`src/include/dqf_defs.vh`:
```
// Constants for the dual-quad serial flash command framing block
`ifndef DQF_DEFS_VH
`define DQF_DEFS_VH

// ----------------------------------------------------------------
// Framing states
// ----------------------------------------------------------------
`define DQF_ST_IDLE 3'h0
`define DQF_ST_INST 3'h1
`define DQF_ST_DECODE 3'h2
`define DQF_ST_ADDR 3'h3
`define DQF_ST_MODE 3'h4
`define DQF_ST_DUMMY 3'h5
`define DQF_ST_XFER 3'h6
`define DQF_ST_HOLD 3'h7

// ----------------------------------------------------------------
// Field sizes and counts
// ----------------------------------------------------------------
`define DQF_INST_BITS 6'h08
`define DQF_ADDR_BITS_3B 6'h18
`define DQF_ADDR_BITS_4B 6'h20
`define DQF_MODE_BITS 6'h08
`define DQF_BYTE_BITS 6'h08
`define DQF_SINGLE_XFERS 4'h8
`define DQF_QUAD_XFERS 4'h2
`define DQF_CLK_MOD8_ZERO 3'h0

// ----------------------------------------------------------------
// Reset values
// ----------------------------------------------------------------
`define DQF_RST_ADDR 32'h00000000
`define DQF_RST_BYTE 8'h00
`define DQF_RST_PAIR 16'h0000
`define DQF_RST_LANES 8'h00

`endif

```
`src/hdl/dqf_cmd_frame.v`:
```
// Command framing layer of a dual-quad serial flash, device side
//
// Overview of operation
// - Select low frames command; rising select ends it
// - Eight instruction bits, single lane, rising edges
// - Instruction picks address space, 24 or 32 bits
// - Address on rising edges, both edges in DDR
// - Mode bits enter or leave continuous read
// - Quad address repeated on both halves; bytes out
// - Instruction sets single-bit or quad transfer width
// - Lane 0 carries nibble LSB; groups MSB first
// - All fields shifted most significant bit first
// - Whole bytes, lowest address first, address increments
// - Write data on rising edges, both in DDR
// - First read data at fall ending latency
// - Later transfers each fall, or each DDR edge
// - Read data continues until select rises
// - Non-read commands end on eight-clock boundary
// - Array reads ignored during embedded operation
// - Only restricted commands accepted while busy
// - Status read reports completion and success
// - First address bit is bit 23 or 31
// - Output changes after fall, or every DDR edge
// - Select high: inputs ignored, outputs released
// - DDR instruction on rises; address from next rise
`timescale 1ns/100ps
`default_nettype none
`include "dqf_defs.vh"

module dqf_cmd_frame #(
    parameter [3:0] CONT_MODE_NIB = 4'hA
) (
    // Clock and reset
    input wire core_clk_in,
    input wire rst_in,
    // Serial link pins
    input wire sck_in,
    input wire sel_n_in,
    input wire [7:0] lanes_in,
    output reg [7:0] lanes_out,
    output reg [7:0] lanes_oe_out,
    // Instruction and its decode, answered in the same cycle as the pulse
    output reg [7:0] inst_out,
    output reg inst_valid_out,
    input wire dec_addr_in,
    input wire dec_addr32_in,
    input wire dec_quad_in,
    input wire dec_ddr_in,
    input wire dec_mode_in,
    input wire [4:0] dec_dummy_in,
    input wire dec_read_in,
    input wire dec_write_in,
    input wire dec_array_in,
    input wire dec_busy_ok_in,
    // Embedded operation state
    input wire busy_in,
    // Address and mode
    output reg [31:0] addr_out,
    output reg addr_valid_out,
    output reg [7:0] mode_out,
    output reg cont_mode_out,
    // Write data, one byte per quad half
    output reg [15:0] wr_data_out,
    output reg wr_valid_out,
    // Read data, one byte per quad half, for the byte at addr_out
    input wire [15:0] rd_data_in,
    output reg rd_take_out,
    // Command end
    output reg cmd_exec_out,
    output reg cmd_reject_out
);

    // ----------------------------------------------------------------
    // Helpers
    // ----------------------------------------------------------------
    function [5:0] beat_bits;
        input quad;
        begin
            beat_bits = quad ? 6'h04 : 6'h01;
        end
    endfunction

    // Shift one beat into a 32-bit MSB-first accumulator
    function [31:0] shift_beat;
        input [31:0] acc;
        input quad;
        input [3:0] nib;
        begin
            if (quad) begin
                shift_beat = {acc[27:0], nib};
            end else begin
                shift_beat = {acc[30:0], nib[0]};
            end
        end
    endfunction

    // ----------------------------------------------------------------
    // Pin synchronisers and edge detection
    // ----------------------------------------------------------------
    reg sck_s1_reg, sck_s2_reg, sck_s3_reg;
    reg sel_s1_reg, sel_s2_reg, sel_s3_reg;
    reg [7:0] lanes_s1_reg, lanes_s2_reg;

    always @(posedge core_clk_in or posedge rst_in) begin
        if (rst_in) begin
            sck_s1_reg <= 1'b0;
            sck_s2_reg <= 1'b0;
            sck_s3_reg <= 1'b0;
            sel_s1_reg <= 1'b1;
            sel_s2_reg <= 1'b1;
            sel_s3_reg <= 1'b1;
            lanes_s1_reg <= `DQF_RST_LANES;
            lanes_s2_reg <= `DQF_RST_LANES;
        end else begin
            sck_s1_reg <= sck_in;
            sck_s2_reg <= sck_s1_reg;
            sck_s3_reg <= sck_s2_reg;
            sel_s1_reg <= sel_n_in;
            sel_s2_reg <= sel_s1_reg;
            sel_s3_reg <= sel_s2_reg;
            lanes_s1_reg <= lanes_in;
            lanes_s2_reg <= lanes_s1_reg;
        end
    end

    wire sck_rise = sck_s2_reg & ~sck_s3_reg;
    wire sck_fall = ~sck_s2_reg & sck_s3_reg;
    wire sel_fall = ~sel_s2_reg & sel_s3_reg;
    wire sel_rise = sel_s2_reg & ~sel_s3_reg;
    wire selected = ~sel_s2_reg;

    // ----------------------------------------------------------------
    // Framing state
    // ----------------------------------------------------------------
    reg [2:0] state_reg;
    reg [5:0] bcnt_reg;
    reg [2:0] clk8_reg;
    reg [31:0] acc_reg;
    reg [15:0] wsh_reg;
    reg [15:0] osh_reg;
    reg [3:0] oleft_reg;
    reg [4:0] dcnt_reg;
    reg got_rise_reg;
    reg driving_reg;
    reg addr_reg, a32_reg, quad_reg, ddr_reg, mode_reg;
    reg rd_reg, wr_reg;
    reg [4:0] dummy_reg;

    // Capture edges: rises always, falls only in DDR after the first rise
    wire cap_ev = sck_rise | (ddr_reg & sck_fall & got_rise_reg);
    // Output edges: falls in SDR, every edge in DDR once data flows
    wire out_ev = sck_fall | (ddr_reg & sck_rise & driving_reg);
    wire [5:0] step = beat_bits(quad_reg);
    wire [5:0] alen = a32_reg ? `DQF_ADDR_BITS_4B : `DQF_ADDR_BITS_3B;
    wire [31:0] acc_in = shift_beat(acc_reg, quad_reg, lanes_s2_reg[3:0]);

    // Read byte source: reload from the memory side when a byte is used
    wire reload = (oleft_reg == 4'h0);
    wire [15:0] src = reload ? rd_data_in : osh_reg;
    // The fall ending the last latency cycle launches the first bits
    wire first_out = (state_reg == `DQF_ST_DUMMY) && sck_fall &&
        (dcnt_reg >= dummy_reg);

    always @(posedge core_clk_in or posedge rst_in) begin
        if (rst_in) begin
            state_reg <= `DQF_ST_IDLE;
            bcnt_reg <= 6'h00;
            clk8_reg <= 3'h0;
            acc_reg <= `DQF_RST_ADDR;
            wsh_reg <= `DQF_RST_PAIR;
            osh_reg <= `DQF_RST_PAIR;
            oleft_reg <= 4'h0;
            dcnt_reg <= 5'h00;
            got_rise_reg <= 1'b0;
            driving_reg <= 1'b0;
            addr_reg <= 1'b0;
            a32_reg <= 1'b0;
            quad_reg <= 1'b0;
            ddr_reg <= 1'b0;
            mode_reg <= 1'b0;
            rd_reg <= 1'b0;
            wr_reg <= 1'b0;
            dummy_reg <= 5'h00;
            lanes_out <= `DQF_RST_LANES;
            lanes_oe_out <= `DQF_RST_LANES;
            inst_out <= `DQF_RST_BYTE;
            inst_valid_out <= 1'b0;
            addr_out <= `DQF_RST_ADDR;
            addr_valid_out <= 1'b0;
            mode_out <= `DQF_RST_BYTE;
            cont_mode_out <= 1'b0;
            wr_data_out <= `DQF_RST_PAIR;
            wr_valid_out <= 1'b0;
            rd_take_out <= 1'b0;
            cmd_exec_out <= 1'b0;
            cmd_reject_out <= 1'b0;
        end else begin
            inst_valid_out <= 1'b0;
            addr_valid_out <= 1'b0;
            wr_valid_out <= 1'b0;
            rd_take_out <= 1'b0;
            cmd_exec_out <= 1'b0;
            cmd_reject_out <= 1'b0;
            if (selected && sck_rise) begin
                clk8_reg <= clk8_reg + 3'h1;
            end
            if (sel_rise) begin
                // Only commands that return no data are checked
                if (state_reg == `DQF_ST_HOLD ||
                        (state_reg == `DQF_ST_XFER && wr_reg)) begin
                    if (clk8_reg == `DQF_CLK_MOD8_ZERO) begin
                        cmd_exec_out <= 1'b1;
                    end else begin
                        cmd_reject_out <= 1'b1;
                    end
                end else if (state_reg == `DQF_ST_INST ||
                        (state_reg == `DQF_ST_ADDR && !rd_reg) ||
                        state_reg == `DQF_ST_DECODE) begin
                    cmd_reject_out <= 1'b1;
                end
                state_reg <= `DQF_ST_IDLE;
                driving_reg <= 1'b0;
                lanes_oe_out <= `DQF_RST_LANES;
            end else if (!selected) begin
                state_reg <= `DQF_ST_IDLE;
                lanes_oe_out <= `DQF_RST_LANES;
            end else if (sel_fall) begin
                bcnt_reg <= 6'h00;
                clk8_reg <= 3'h0;
                acc_reg <= `DQF_RST_ADDR;
                got_rise_reg <= 1'b0;
                driving_reg <= 1'b0;
                oleft_reg <= 4'h0;
                if (cont_mode_out) begin
                    // Implied instruction: go straight to the address
                    if (busy_in) begin
                        // Idle, not hold: a refused read pulses no outcome
                        state_reg <= `DQF_ST_IDLE;
                    end else begin
                        state_reg <= `DQF_ST_ADDR;
                    end
                end else begin
                    state_reg <= `DQF_ST_INST;
                end
            end else begin
                case (state_reg)
                    `DQF_ST_INST: begin
                        if (sck_rise) begin
                            // Lane 0 of the first half; the host mirrors it
                            acc_reg <= {acc_reg[30:0], lanes_s2_reg[0]};
                            bcnt_reg <= bcnt_reg + 6'h01;
                            if (bcnt_reg + 6'h01 == `DQF_INST_BITS) begin
                                inst_out <= {acc_reg[6:0], lanes_s2_reg[0]};
                                inst_valid_out <= 1'b1;
                                state_reg <= `DQF_ST_DECODE;
                            end
                        end
                    end
                    `DQF_ST_DECODE: begin
                        addr_reg <= dec_addr_in;
                        a32_reg <= dec_addr32_in;
                        quad_reg <= dec_quad_in;
                        ddr_reg <= dec_ddr_in;
                        mode_reg <= dec_mode_in;
                        dummy_reg <= dec_dummy_in;
                        rd_reg <= dec_read_in;
                        wr_reg <= dec_write_in;
                        bcnt_reg <= 6'h00;
                        acc_reg <= `DQF_RST_ADDR;
                        got_rise_reg <= 1'b0;
                        if (busy_in &&
                                (dec_array_in || !dec_busy_ok_in)) begin
                            state_reg <= `DQF_ST_IDLE;
                        end else if (dec_addr_in) begin
                            state_reg <= `DQF_ST_ADDR;
                        end else if (dec_read_in) begin
                            // Status reads land here with no address
                            state_reg <= `DQF_ST_DUMMY;
                            dcnt_reg <= 5'h00;
                        end else if (dec_write_in) begin
                            state_reg <= `DQF_ST_XFER;
                        end else begin
                            state_reg <= `DQF_ST_HOLD;
                        end
                    end
                    `DQF_ST_ADDR: begin
                        if (sck_rise) begin
                            got_rise_reg <= 1'b1;
                        end
                        if (cap_ev) begin
                            acc_reg <= acc_in;
                            bcnt_reg <= bcnt_reg + step;
                            if (bcnt_reg + step == alen) begin
                                addr_out <= a32_reg ? acc_in :
                                    {8'h00, acc_in[23:0]};
                                addr_valid_out <= 1'b1;
                                bcnt_reg <= 6'h00;
                                dcnt_reg <= ddr_reg ? 5'h01 : 5'h00;
                                if (mode_reg) begin
                                    state_reg <= `DQF_ST_MODE;
                                end else if (rd_reg) begin
                                    state_reg <= `DQF_ST_DUMMY;
                                end else if (wr_reg) begin
                                    state_reg <= `DQF_ST_XFER;
                                end else begin
                                    state_reg <= `DQF_ST_HOLD;
                                end
                            end
                        end
                    end
                    `DQF_ST_MODE: begin
                        if (cap_ev) begin
                            acc_reg <= acc_in;
                            bcnt_reg <= bcnt_reg + step;
                            if (bcnt_reg + step == `DQF_MODE_BITS) begin
                                mode_out <= acc_in[7:0];
                                // On a read, a matching upper nibble keeps the next
                                // command instruction-free
                                cont_mode_out <= rd_reg &&
                                    (acc_in[7:4] == CONT_MODE_NIB);
                                bcnt_reg <= 6'h00;
                                dcnt_reg <= ddr_reg ? 5'h01 : 5'h00;
                                state_reg <= rd_reg ? `DQF_ST_DUMMY :
                                    `DQF_ST_HOLD;
                            end
                        end
                    end
                    `DQF_ST_DUMMY: begin
                        // Latency is counted fall to fall
                        if (sck_fall) begin
                            if (dcnt_reg >= dummy_reg) begin
                                state_reg <= `DQF_ST_XFER;
                                driving_reg <= 1'b1;
                                oleft_reg <= 4'h0;
                            end else begin
                                dcnt_reg <= dcnt_reg + 5'h01;
                            end
                        end
                    end
                    `DQF_ST_XFER: begin
                        if (wr_reg) begin
                            if (sck_rise) begin
                                got_rise_reg <= 1'b1;
                            end
                            if (cap_ev) begin
                                if (quad_reg) begin
                                    wsh_reg <= {wsh_reg[11:8],
                                        lanes_s2_reg[7:4], wsh_reg[3:0],
                                        lanes_s2_reg[3:0]};
                                end else begin
                                    wsh_reg <= {wsh_reg[14:8],
                                        lanes_s2_reg[4], wsh_reg[6:0],
                                        lanes_s2_reg[0]};
                                end
                                bcnt_reg <= bcnt_reg + step;
                                if (bcnt_reg + step == `DQF_BYTE_BITS) begin
                                    bcnt_reg <= 6'h00;
                                    wr_valid_out <= 1'b1;
                                    if (quad_reg) begin
                                        wr_data_out <= {wsh_reg[11:8],
                                            lanes_s2_reg[7:4],
                                            wsh_reg[3:0],
                                            lanes_s2_reg[3:0]};
                                    end else begin
                                        wr_data_out <= {wsh_reg[14:8],
                                            lanes_s2_reg[4],
                                            wsh_reg[6:0],
                                            lanes_s2_reg[0]};
                                    end
                                end
                            end
                            if (wr_valid_out) begin
                                addr_out <= addr_out + 32'h1;
                            end
                        end
                    end
                    default: begin
                        state_reg <= state_reg;
                    end
                endcase
            end

            // Read output path: runs until select rises
            if (selected && !sel_fall && rd_reg && (first_out ||
                    (state_reg == `DQF_ST_XFER &&
                    (out_ev || (sck_fall && !driving_reg))))) begin
                driving_reg <= 1'b1;
                if (reload) begin
                    rd_take_out <= 1'b1;
                    addr_out <= addr_out + 32'h1;
                end
                if (quad_reg) begin
                    // Both halves return their byte together
                    lanes_out <= {src[15:12], src[7:4]};
                    lanes_oe_out <= 8'hFF;
                    osh_reg <= {src[11:8], 4'h0, src[3:0], 4'h0};
                    oleft_reg <= (reload ? `DQF_QUAD_XFERS :
                        oleft_reg) - 4'h1;
                end else begin
                    lanes_out <= {2'h0, src[15], 3'h0, src[7], 1'b0};
                    lanes_oe_out <= 8'h22;
                    osh_reg <= {src[14:8], 1'b0, src[6:0], 1'b0};
                    oleft_reg <= (reload ? `DQF_SINGLE_XFERS :
                        oleft_reg) - 4'h1;
                end
            end
        end
    end

endmodule
`default_nettype wire

```
`config.mk`:
```
export PLATFORM = sky130hd
export DESIGN_NAME = dqf_cmd_frame
export DESIGN_NICKNAME = d
export VERILOG_FILES = /design/src/hdl/dqf_cmd_frame.v
export VERILOG_INCLUDE_DIRS = /design/src /design/src/include
export SDC_FILE = /design/constraint.sdc
export NUM_CORES = 1
export LEC_CHECK = 0
export BUFFER_PORTS_ARGS = -buffer_cell sky130_fd_sc_hd__buf_4
export CAP_MARGIN = 10
export CORE_ASPECT_RATIO = 1.1
export CORE_MARGIN = 2
export CORE_UTILIZATION = 40
export DETAILED_ROUTE_END_ITERATION = 10
export PLACE_DENSITY_LB_ADDON = 0.08
export RECOVER_POWER = 50
export SETUP_SLACK_MARGIN = 0.05
export SLEW_MARGIN = 10
export SYNTH_ARGS = -nofsm -noshare
export SYNTH_HDL_FRONTEND = slang
export SYNTH_SLANG_ARGS = --single-unit
```
`constraint.sdc`:
```
create_clock -name core_clk_in -period 6.85 [get_ports core_clk_in]
set_input_delay 1.0275 -clock core_clk_in [delete_from_list [all_inputs] [get_ports core_clk_in]]
set_output_delay 1.0275 -clock core_clk_in [all_outputs]
set_load 0.1 [all_outputs]
```
# Word level (Yosys, flattened, before mapping)
# Index checks and enable logic that the tools add are counted.
# W data, S select, Z words.
dict set report totals {
  reg_bits 205
  input_bits 43
}
dict set report classes {
  addsub 7
  n_lt_le_gt_ge 1
  n_eq_ne 35
  muxes 120
  bitwise_logic 16
  n_reduce_logical 49
}
# operator count
set op_table {}
lappend op_table {{$mux W32} 11}
lappend op_table {{$mux W31} 3}
lappend op_table {{$pmux W31 S3} 1}
lappend op_table {{$pmux W32 S2} 1}
lappend op_table {{$mux W3} 19}
lappend op_table {{$mux W16} 3}
lappend op_table {{$mux W6} 8}
lappend op_table {{$mux W5} 9}
lappend op_table {{$mux W1} 41}
lappend op_table {{$mux W4} 10}
lappend op_table {{$mux W8} 5}
lappend op_table {{$add A32 B1 Y32 const B} 1}
lappend op_table {{$pmux W6 S5} 1}
lappend op_table {{$ne A5 B5 Y1 const B} 5}
lappend op_table {{$reduce_and A6 Y1} 4}
lappend op_table {{$reduce_bool A4 Y1} 6}
lappend op_table {{$pmux W5 S4} 1}
lappend op_table {{$ne A2 B2 Y1 const B} 8}
lappend op_table {{$ne A5 B4 Y1 const B} 3}
lappend op_table {{$pmux W3 S5} 1}
lappend op_table {{$reduce_and A13 Y1} 1}
lappend op_table {{$eq A3 B3 Y1 const B} 4}
lappend op_table {{$eq A6 B4 Y1 const B} 2}
lappend op_table {{$logic_and A1 B1 Y1} 12}
lappend op_table {{30 further kinds} 68}

# Longest topological paths before layout
# Gate-level depths: netlist of the first run.
dict set report logic_depth {
  ltp_word 12
  ltp_mapped 12
}

# Worst setup path before layout of the first run
# Ideal clock, no wire load.
dict set report synth_path {
  path_kind {flip-flop to flip-flop}
  from {reg addr_out[0]}
  to {reg addr_out[14]}
  setup_ns 0.180
  arrival_ns 2.754
  required_ns 6.670
  setup_slack_ns 3.916
  path_stages_with_launch 9
  period_less_slack_ns 2.934
  cell_sequence {dfrtp_1 -> ha_1 -> nand4_1 -> nor4_1 -> nand3_1 -> nor2_1 -> xor2_1 -> a22oi_1 -> o311ai_0}
}
dict set report synth_between {
  elab_chain_len 9
}
# element line_no
set synth_rtl {}
lappend synth_rtl {{start: declaration} dqf_cmd_frame.v:58} ;# output reg [31:0] addr_out,
lappend synth_rtl {{start signal: assignment} dqf_cmd_frame.v:188} ;# addr_out <= `DQF_RST_ADDR;
lappend synth_rtl {{start signal: assignment} dqf_cmd_frame.v:294} ;# addr_out <= a32_reg ? acc_in :
lappend synth_rtl {{start signal: assignment} dqf_cmd_frame.v:373} ;# addr_out <= addr_out + 32'h1;
lappend synth_rtl {{$add A32 B1 Y32 (*)} {dqf_cmd_frame.v:373, dqf_cmd_frame.v:390}}
lappend synth_rtl {{$mux W32} dqf_cmd_frame.v:372} ;# if (wr_valid_out) begin
lappend synth_rtl {{$mux W32} dqf_cmd_frame.v:341} ;# if (wr_reg) begin
lappend synth_rtl {{$pmux W32 S2} dqf_cmd_frame.v:246} ;# case (state_reg)
lappend synth_rtl {{$mux W32} dqf_cmd_frame.v:227} ;# end else if (sel_fall) begin
lappend synth_rtl {{$mux W32} dqf_cmd_frame.v:224} ;# end else if (!selected) begin
lappend synth_rtl {{$mux W32} dqf_cmd_frame.v:207} ;# if (sel_rise) begin
lappend synth_rtl {{$mux W32} dqf_cmd_frame.v:388} ;# if (reload) begin
lappend synth_rtl {{$mux W32 (*)} dqf_cmd_frame.v:384} ;# if (selected && !sel_fall && rd_reg && (first_out ||
# Every way passes the cells marked *; elsewhere a longest branch is shown, timed or not.
# A chain may end at the register's enable or synchronous reset.

# Worst setup path in the final report of the first run
dict set report layout_path {
  from {reg sel_s2_reg}
  to {reg addr_out[4]}
}
dict set report layout_between {
  elab_chain_len 7
  word_cells_on_any_way 12
  cone_classes {mux (5); bitwise (3); reduce/logical (4)}
}
# element line_no
set layout_rtl {}
lappend layout_rtl {{start: declaration} dqf_cmd_frame.v:101} ;# reg sel_s1_reg, sel_s2_reg, sel_s3_reg;
lappend layout_rtl {{start signal: assignment} dqf_cmd_frame.v:119} ;# sel_s2_reg <= sel_s1_reg;
lappend layout_rtl {{$not A1 Y1 (no source line)} n/a}
lappend layout_rtl {{$and A1 B1 Y1} dqf_cmd_frame.v:128} ;# wire sel_fall = ~sel_s2_reg & sel_s3_reg;
lappend layout_rtl {{$mux W32 or $logic_not A1 Y1 (tied branches)} {dqf_cmd_frame.v:227, dqf_cmd_frame.v:384}}
lappend layout_rtl {{$mux W32 or $logic_and A1 B1 Y1 (tied branches)} {dqf_cmd_frame.v:224, dqf_cmd_frame.v:384}}
lappend layout_rtl {{$mux W32 or $logic_and A1 B1 Y1 (tied branches)} {dqf_cmd_frame.v:207, dqf_cmd_frame.v:384}}
lappend layout_rtl {{$mux W32 or $logic_and A1 B1 Y1 (tied branches)} {dqf_cmd_frame.v:388, dqf_cmd_frame.v:384}}
lappend layout_rtl {{$mux W32 (*)} dqf_cmd_frame.v:384}
lappend layout_rtl {{end signal: assignment} dqf_cmd_frame.v:188}
lappend layout_rtl {{end signal: assignment} dqf_cmd_frame.v:373}
lappend layout_rtl {{end signal: assignment} dqf_cmd_frame.v:390} ;# addr_out <= addr_out + 32'h1;
# Marked as above.

==> results.py, run 1 <==
metrics = {
    "run_status": {
        "status": "finished with violations",
        "violations": "max-capacitance violations, max-slew violations",
    },
    "floorplanning": {
        "dieArea_um2": 29800,
        "die_w_um": 165,
        "io_pins": 130,
        "core_um2": 27900,
        "num_rows": 64,
        "initial_core_util": 0.407,
        "die_height_um": 181,
    },
    "clock_tree": {
        "cts.path.max_buffers": 2,
        "hold_buffers": 0,
        "cts_tree": "yes",
        "cts_root_buf": "clkbuf_16",
        "postCtsSetupBuffers": 0,
        "cts_buffers": 17,
        "clk_latency_ps": 450,
        "clkSinkCount": 196,
        "htreeDepth": 4,
        "cts.clk_slew.worst_paths_ps": 70,
        "ctsResizeCount": 0,
    },
    "timing": {
        "max_freq_mhz": 213,
        "period_share": 0.686,
        "finalWorstSetupSlack_ps": 2150,
        "skew_ps": 13.2,
        "hold_violations": 0,
        "worst_pin_slew_ps": 3050,
        "slew_headroom": -1.03,
        "setup_tns_ps": 0,
        "slew_violations": 250,
        "setup_violations": 0,
        "min_period_ps": 4700,
        "rsz0062_at_grt": "false",
    },
    "critical_path": {
        "crit_chain": "inv_1 -> ha_1 -> clkbuf_1 -> or3_1 -> a21oi_2 -> a21oi_1 -> o31ai_2 -> buf_4 -> o21ai_1 -> o21ai_0 -> o311ai_0",
        "cpMaxStageDelayCell": "clkbuf_1",
        "crit_arrival_ps": 4990,
        "critPathTopFamily": "buffers and inverters",
        "cp_max_fo": 50,
        "setup.worst_path.end_class": "register",
        "cp-start-kind": "register",
        "reg2regPathDepth": 11,
        "critPathRequiredTime_ps": 7140,
        "cp_slowest_stage_delay_ps": 950,
        "crit_cells": 11,
        "crit_buf_inv": 3,
        "worstSetupPathType": "reg -> reg",
    },
    "logic_synthesis": {
        "synth_area_leaders": "dfrtp_1 (42%), mux2i_1 (5.2%), nand2_1 (4.8%)",
        "syn-num-nets": 1290,
        "ys.warnings.count": 0,
        "synthFlopType": "dfrtp_1",
        "seq_area_frac_synth": 0.431,
        "synth_top_area_frac": 0.424,
        "avgSynthCellArea_um2": 9.29,
        "synth_edf_count": 0,
        "synth_async_sr_flop_share": 1.00,
        "netlist_instances": 1226,
        "synth.distinct_cells": 93,
        "synth_top_cell_by_area": "dfrtp_1",
        "syn_area_um2": 11400,
        "ys_ff_latch": 196,
    },
    "finish": {
        "fin_nets": 1367,
        "num_antenna_cells": 0,
        "largest_reg_flops": 32,
        "layout_commonest_cell": "dfrtp_1",
        "layout_common_cells": "dfrtp_1 (192), nand2_1 (146), nor2_1 (96)",
        "area_growth_pct": 12.9,
        "drive_gt1_frac": 0.145,
    },
    "place": {
        "port_buffers": 129,
        "place_ws_ps": 3010,
        "hpwl_mm": 23.4,
        "gp_congestion": 0.877,
    },
    "drt": {
        "wl_per_cell_um": 20.3,
        "viasPerCell": 5.84,
        "num_vias": 9806,
        "routed_wl_mm": 34.1,
        "drc_errors": 0,
        "drt_iter0_markers": 836,
        "dr.pass1.iters": 5,
        "antenna_left": 0,
    },
    "min_path": {
        "min_path_type": "reg -> reg",
        "holdPathStages": 0,
    },
    "global_route": {
        "gr-usage-all-layers": 0.231,
        "grt-ovfl-total": 0,
        "grt_pass1_wl_mm": 53.7,
        "antenna_found_initial": 0,
        "grt_pass1_vias": 9398,
        "grt_max_degree": 144,
    },
    "flow_run": {
        "max_cap_violations": 3,
    },
    "power_and_ir_drop": {
        "p_leak_uw": 0.00558,
        "ir_drop_uv": 176,
        "p_per_area_nw_per_um2": 242,
    },
}
[cells in the mapped netlist, types with 10 or more instances]
master / count
nand4_1: 10
and2_1: 10
dfrtp_1: 193
and3_1: 34
o22ai_1: 13
inv_1: 24
nor2_1: 96
ha_1: 21
nor3_1: 20
nand2_1: 146
nand3_1: 31
o31ai_1: 39
buf_2: 22
mux2_2: 39
o21ai_0: 83
a211oi_1: 16
mux2i_1: 59
a21oi_1: 96
a31oi_1: 11
clkbuf_1: 45
[cell type report]
| type | instances | area [µm²] |
|---|---|---|
| fillers | 2798 | 15100 |
| multi-input cells | 915 | 6010 |
| flip-flops and latches | 196 | 4910 |
| repair buffers | 145 | 816 |
| well taps | 363 | 454 |
| clock buffers | 17 | 425 |
| clock inverters | 15 | 124 |
| inverters | 28 | 109 |
[final timing paths]
check,from,endpoint,slack (ps)
min in group asynchronous,rst_in,lanes_s2_reg[4],1580
setup / recovery,sel_s2_reg,addr_out[4],2150
hold / removal,lanes_s1_reg[5],lanes_s2_reg[5],350
setup reg to reg,sel_s2_reg,addr_out[4],2150
hold reg to reg,lanes_s1_reg[5],lanes_s2_reg[5],350
max in group asynchronous,rst_in,addr_out[28],2640
[cell families after synthesis]
kind of cell               Yosys count  synth area share
xor gates and xnor gates            10           0.00769
buffers and inverters              115            0.0446
adders and majority gates           21            0.0231
DFF                                196             0.431
and+or+nand+nor                    412             0.180
muxes                              101            0.0934
AOI/OAI and AO/OA                  371             0.220
[power breakdown]
part           leakage, µW  total (µW)  internal (µW)  switching (µW)
clock network     0.000260         981            475             506
logic              0.00275         719            270             450
registers          0.00256        1410           1240             168
[layer usage]
metal / routed length (µm) / global-route usage
met1: 16100 / 0.335
met2: 15300 / 0.352
met3: 2170 / 0.0422
met4: 597 / 0.0654
met5: 0 / 0
[stage by stage]
step | area, µm² | utilization | instances | hold slack, ps | power, µW
detailed placement | 12600 | 0.450 | 1647 | 335 | 2150
finish | 12800 | 0.460 | 1679 | 349 | 3110
global route | 12800 | 0.460 | 1679 | 357 | 3250
global placement | 12600 | 0.450 | 1647 | 333 | 2150
floorplan | 11400 | - | 1226 | 331 | 1920
CTS | 13100 | 0.470 | 1679 | 351 | 3130
[worst reg2reg max path, cell delays in order, from the launching register on]
cell,delay [ps]
dfstp_1,880
inv_1,140
ha_1,220
clkbuf_1,950
or3_1,900
a21oi_2,330
a21oi_1,90
o31ai_2,90
buf_4,300
o21ai_1,270
o21ai_0,240
o311ai_0,140
(Power assumes the default switching activity.)
==> inputs of run 2 (changes only) <==
--- a/config.mk
+++ b/config.mk
@@ -6,6 +6,7 @@
 export SDC_FILE = /design/constraint.sdc
 export NUM_CORES = 1
 export LEC_CHECK = 0
+export ABC_AREA = 1
 export BUFFER_PORTS_ARGS = -buffer_cell sky130_fd_sc_hd__buf_4
 export CAP_MARGIN = 10
 export CORE_ASPECT_RATIO = 1.1
==> constraint.sdc (replaced) <==
create_clock -name core_clk_in -period 4.6 [get_ports core_clk_in]
set_input_delay 0.69 -clock core_clk_in [delete_from_list [all_inputs] [get_ports core_clk_in]]
set_output_delay 0.69 -clock core_clk_in [all_outputs]
set_load 0.1 [all_outputs]
==> run 2 against run 1 <==
Against the previous run:
- count of clock-buffer cells in the layout up 2
- synthesized cell count up 30%
- via count up 13%
- combinational power up 70%
- area after synthesis up 2.1%
- the flow still finishes with violations (max-capacitance violations, max-slew violations)
- highest routed layer unchanged
- clock skew up 6.2 ps
- register-to-register slack worse by 780 ps
==> results.py, run 2 <==
metrics = {
    "timing": {
        "worst_pin_slew_ps": 2130,
        "rsz0062_at_grt": "false",
        "slew_violations": 118,
        "max_freq_mhz": 302,
        "min_period_ps": 3310,
        "holdWs_ps": 351,
        "skew_ps": 19.4,
        "slew_headroom": -0.420,
        "setup_tns_ps": 0,
        "setup_violations": 0,
        "hold_violations": 0,
        "period_share": 0.720,
    },
    "finish": {
        "largest_reg_flops": 32,
        "fin_nets": 1738,
        "nFillCells": 2956,
        "layout_commonest_cell": "nand2_1",
        "layout_common_cells": "nand2_1 (389), o21ai_0 (206), dfrtp_1 (192)",
        "design_area_um2": 13300,
        "num_antenna_cells": 0,
        "area_growth_pct": 14.5,
        "drive_gt1_frac": 0.111,
    },
    "clock_tree": {
        "ctsResizeCount": 0,
        "htreeDepth": 4,
        "cts.path.max_buffers": 2,
        "postCtsSetupBuffers": 0,
        "cts_tree": "yes",
        "cts_buffers": 17,
        "cts.clk_slew.worst_paths_ps": 80,
        "hold_buffers": 0,
        "clkSinkCount": 196,
        "cts_root_buf": "clkbuf_16",
        "clk_latency_ps": 460,
    },
    "global_route": {
        "grt_pass1_wl_mm": 60.0,
        "antenna_found_initial": 0,
        "grt_max_degree": 88,
        "gr-usage-all-layers": 0.247,
        "grt_pass1_vias": 10510,
        "grt-ovfl-total": 0,
    },
    "drt": {
        "viasPerCell": 5.39,
        "drt_iter0_markers": 1066,
        "wl_per_cell_um": 18.0,
        "drc_errors": 0,
        "dr.pass1.iters": 5,
        "antenna_left": 0,
        "routed_wl_mm": 37.1,
        "num_vias": 11077,
    },
    "logic_synthesis": {
        "synthFlopType": "dfrtp_1",
        "synth_top_cell_by_area": "dfrtp_1",
        "synth_async_sr_flop_share": 1.00,
        "syn_area_um2": 11600,
        "synth_area_leaders": "dfrtp_1 (42%), nand2_1 (13%), o21ai_0 (8.9%)",
        "synth_top_area_frac": 0.416,
        "synth_common_cells": "nand2_1 (389), o21ai_0 (206), dfrtp_1 (193)",
        "synth.distinct_cells": 45,
        "ys_ff_latch": 196,
        "netlist_instances": 1593,
        "syn-num-nets": 1657,
        "avgSynthCellArea_um2": 7.29,
        "synth_edf_count": 0,
        "seq_area_frac_synth": 0.422,
        "yosysMostFrequentCell": "nand2_1",
        "ys.warnings.count": 0,
    },
    "power_and_ir_drop": {
        "p_per_area_nw_per_um2": 356,
        "p_leak_uw": 0.00635,
        "ir_drop_uv": 221,
    },
    "floorplanning": {
        "num_rows": 65,
        "die_w_um": 167,
        "die_height_um": 183,
        "io_pins": 130,
        "dieArea_um2": 30400,
        "initial_core_util": 0.406,
        "core_um2": 28600,
    },
    "place": {
        "hpwl_mm": 26.5,
        "placed_area_um2": 12800,
        "port_buffers": 129,
        "gp_congestion": 0.896,
    },
    "critical_path": {
        "setup.worst_path.end_class": "asynchronous set/reset pin",
        "critPathTopFamily": "buffers and inverters",
        "crit_arrival_ps": 3440,
        "crit_chain": "clkbuf_4 -> clkinvlp_2 -> clkbuf_2",
        "worstSetupPathType": "in -> async",
        "critPathRequiredTime_ps": 4730,
        "cp_slowest_stage_delay_ps": 1630,
        "cp-start-kind": "primary input",
        "cpMaxStageDelayCell": "clkbuf_2",
        "cp_max_fo": 84,
        "crit_buf_inv": 3,
    },
    "flow_run": {
        "max_cap_violations": 2,
    },
    "run_status": {
        "status": "finished with violations",
        "violations": "max-capacitance violations, max-slew violations",
    },
    "min_path": {
        "min_path_type": "reg -> reg",
    },
}
## run 2: worst paths after layout
check | startpoint | end | slack, ps | cells past startpoint
setup / recovery | rst_in | acc_reg[21] | 1290 | 3
hold / removal | lanes_s1_reg[1] | lanes_s2_reg[1] | 350 | 0
setup reg to reg | sel_s3_reg | state_reg[2] | 1370 | 9
hold reg to reg | lanes_s1_reg[1] | lanes_s2_reg[1] | 350 | 0
max in group core_clk_in | sel_s3_reg | state_reg[2] | 1370 | 9
min in group asynchronous | rst_in | osh_reg[12] | 600 | 2
## run 2: logic make-up after synthesis
logic type | synth area share
flops | 0.422
simple gates | 0.225
xor+xnor | 0.0256
compound gates | 0.195
mux | 0.0141
buf+inv | 0.0953
fa+ha+maj | 0.0226
## run 2: through the flow
stage          setup WS [ps]  total power (µW)  instances  utilization
3_3_place_gp            1400              3250       2023        0.448
5_1_grt                  627              5010       2055        0.465
2_1_floorplan           1380              2880       1593            -
3_5_place_dp            1350              3250       2023        0.448
6_report                1290              4740       2055        0.465
4_1_cts                 1350              4770       2055        0.468
## run 2: cell type report
type	count	area, µm²	area share
multi-input combinational	1122	5610	0.422
sequential	196	4910	0.369
timing repair buffer	143	1000	0.0756
inverter	194	729	0.0549
tap	368	460	0.0346
clock buffer	19	443	0.0333
clock inverter	13	138	0.0103
## run 2: report_power, final
group / internal (µW) / switching [µW]
logic: 339 / 884
clock network: 740 / 766
registers: 1850 / 155
## run 2: routing by layer
| layer | global-route usage | routed length, µm | vias up |
|---|---|---|---|
| li1 | - | - | 5398 |
| met1 | 0.368 | 17800 | 5188 |
| met2 | 0.373 | 16000 | 439 |
| met3 | 0.0410 | 2450 | 52 |
| met4 | 0.0686 | 722 | 0 |
| met5 | 0 | 0 | - |
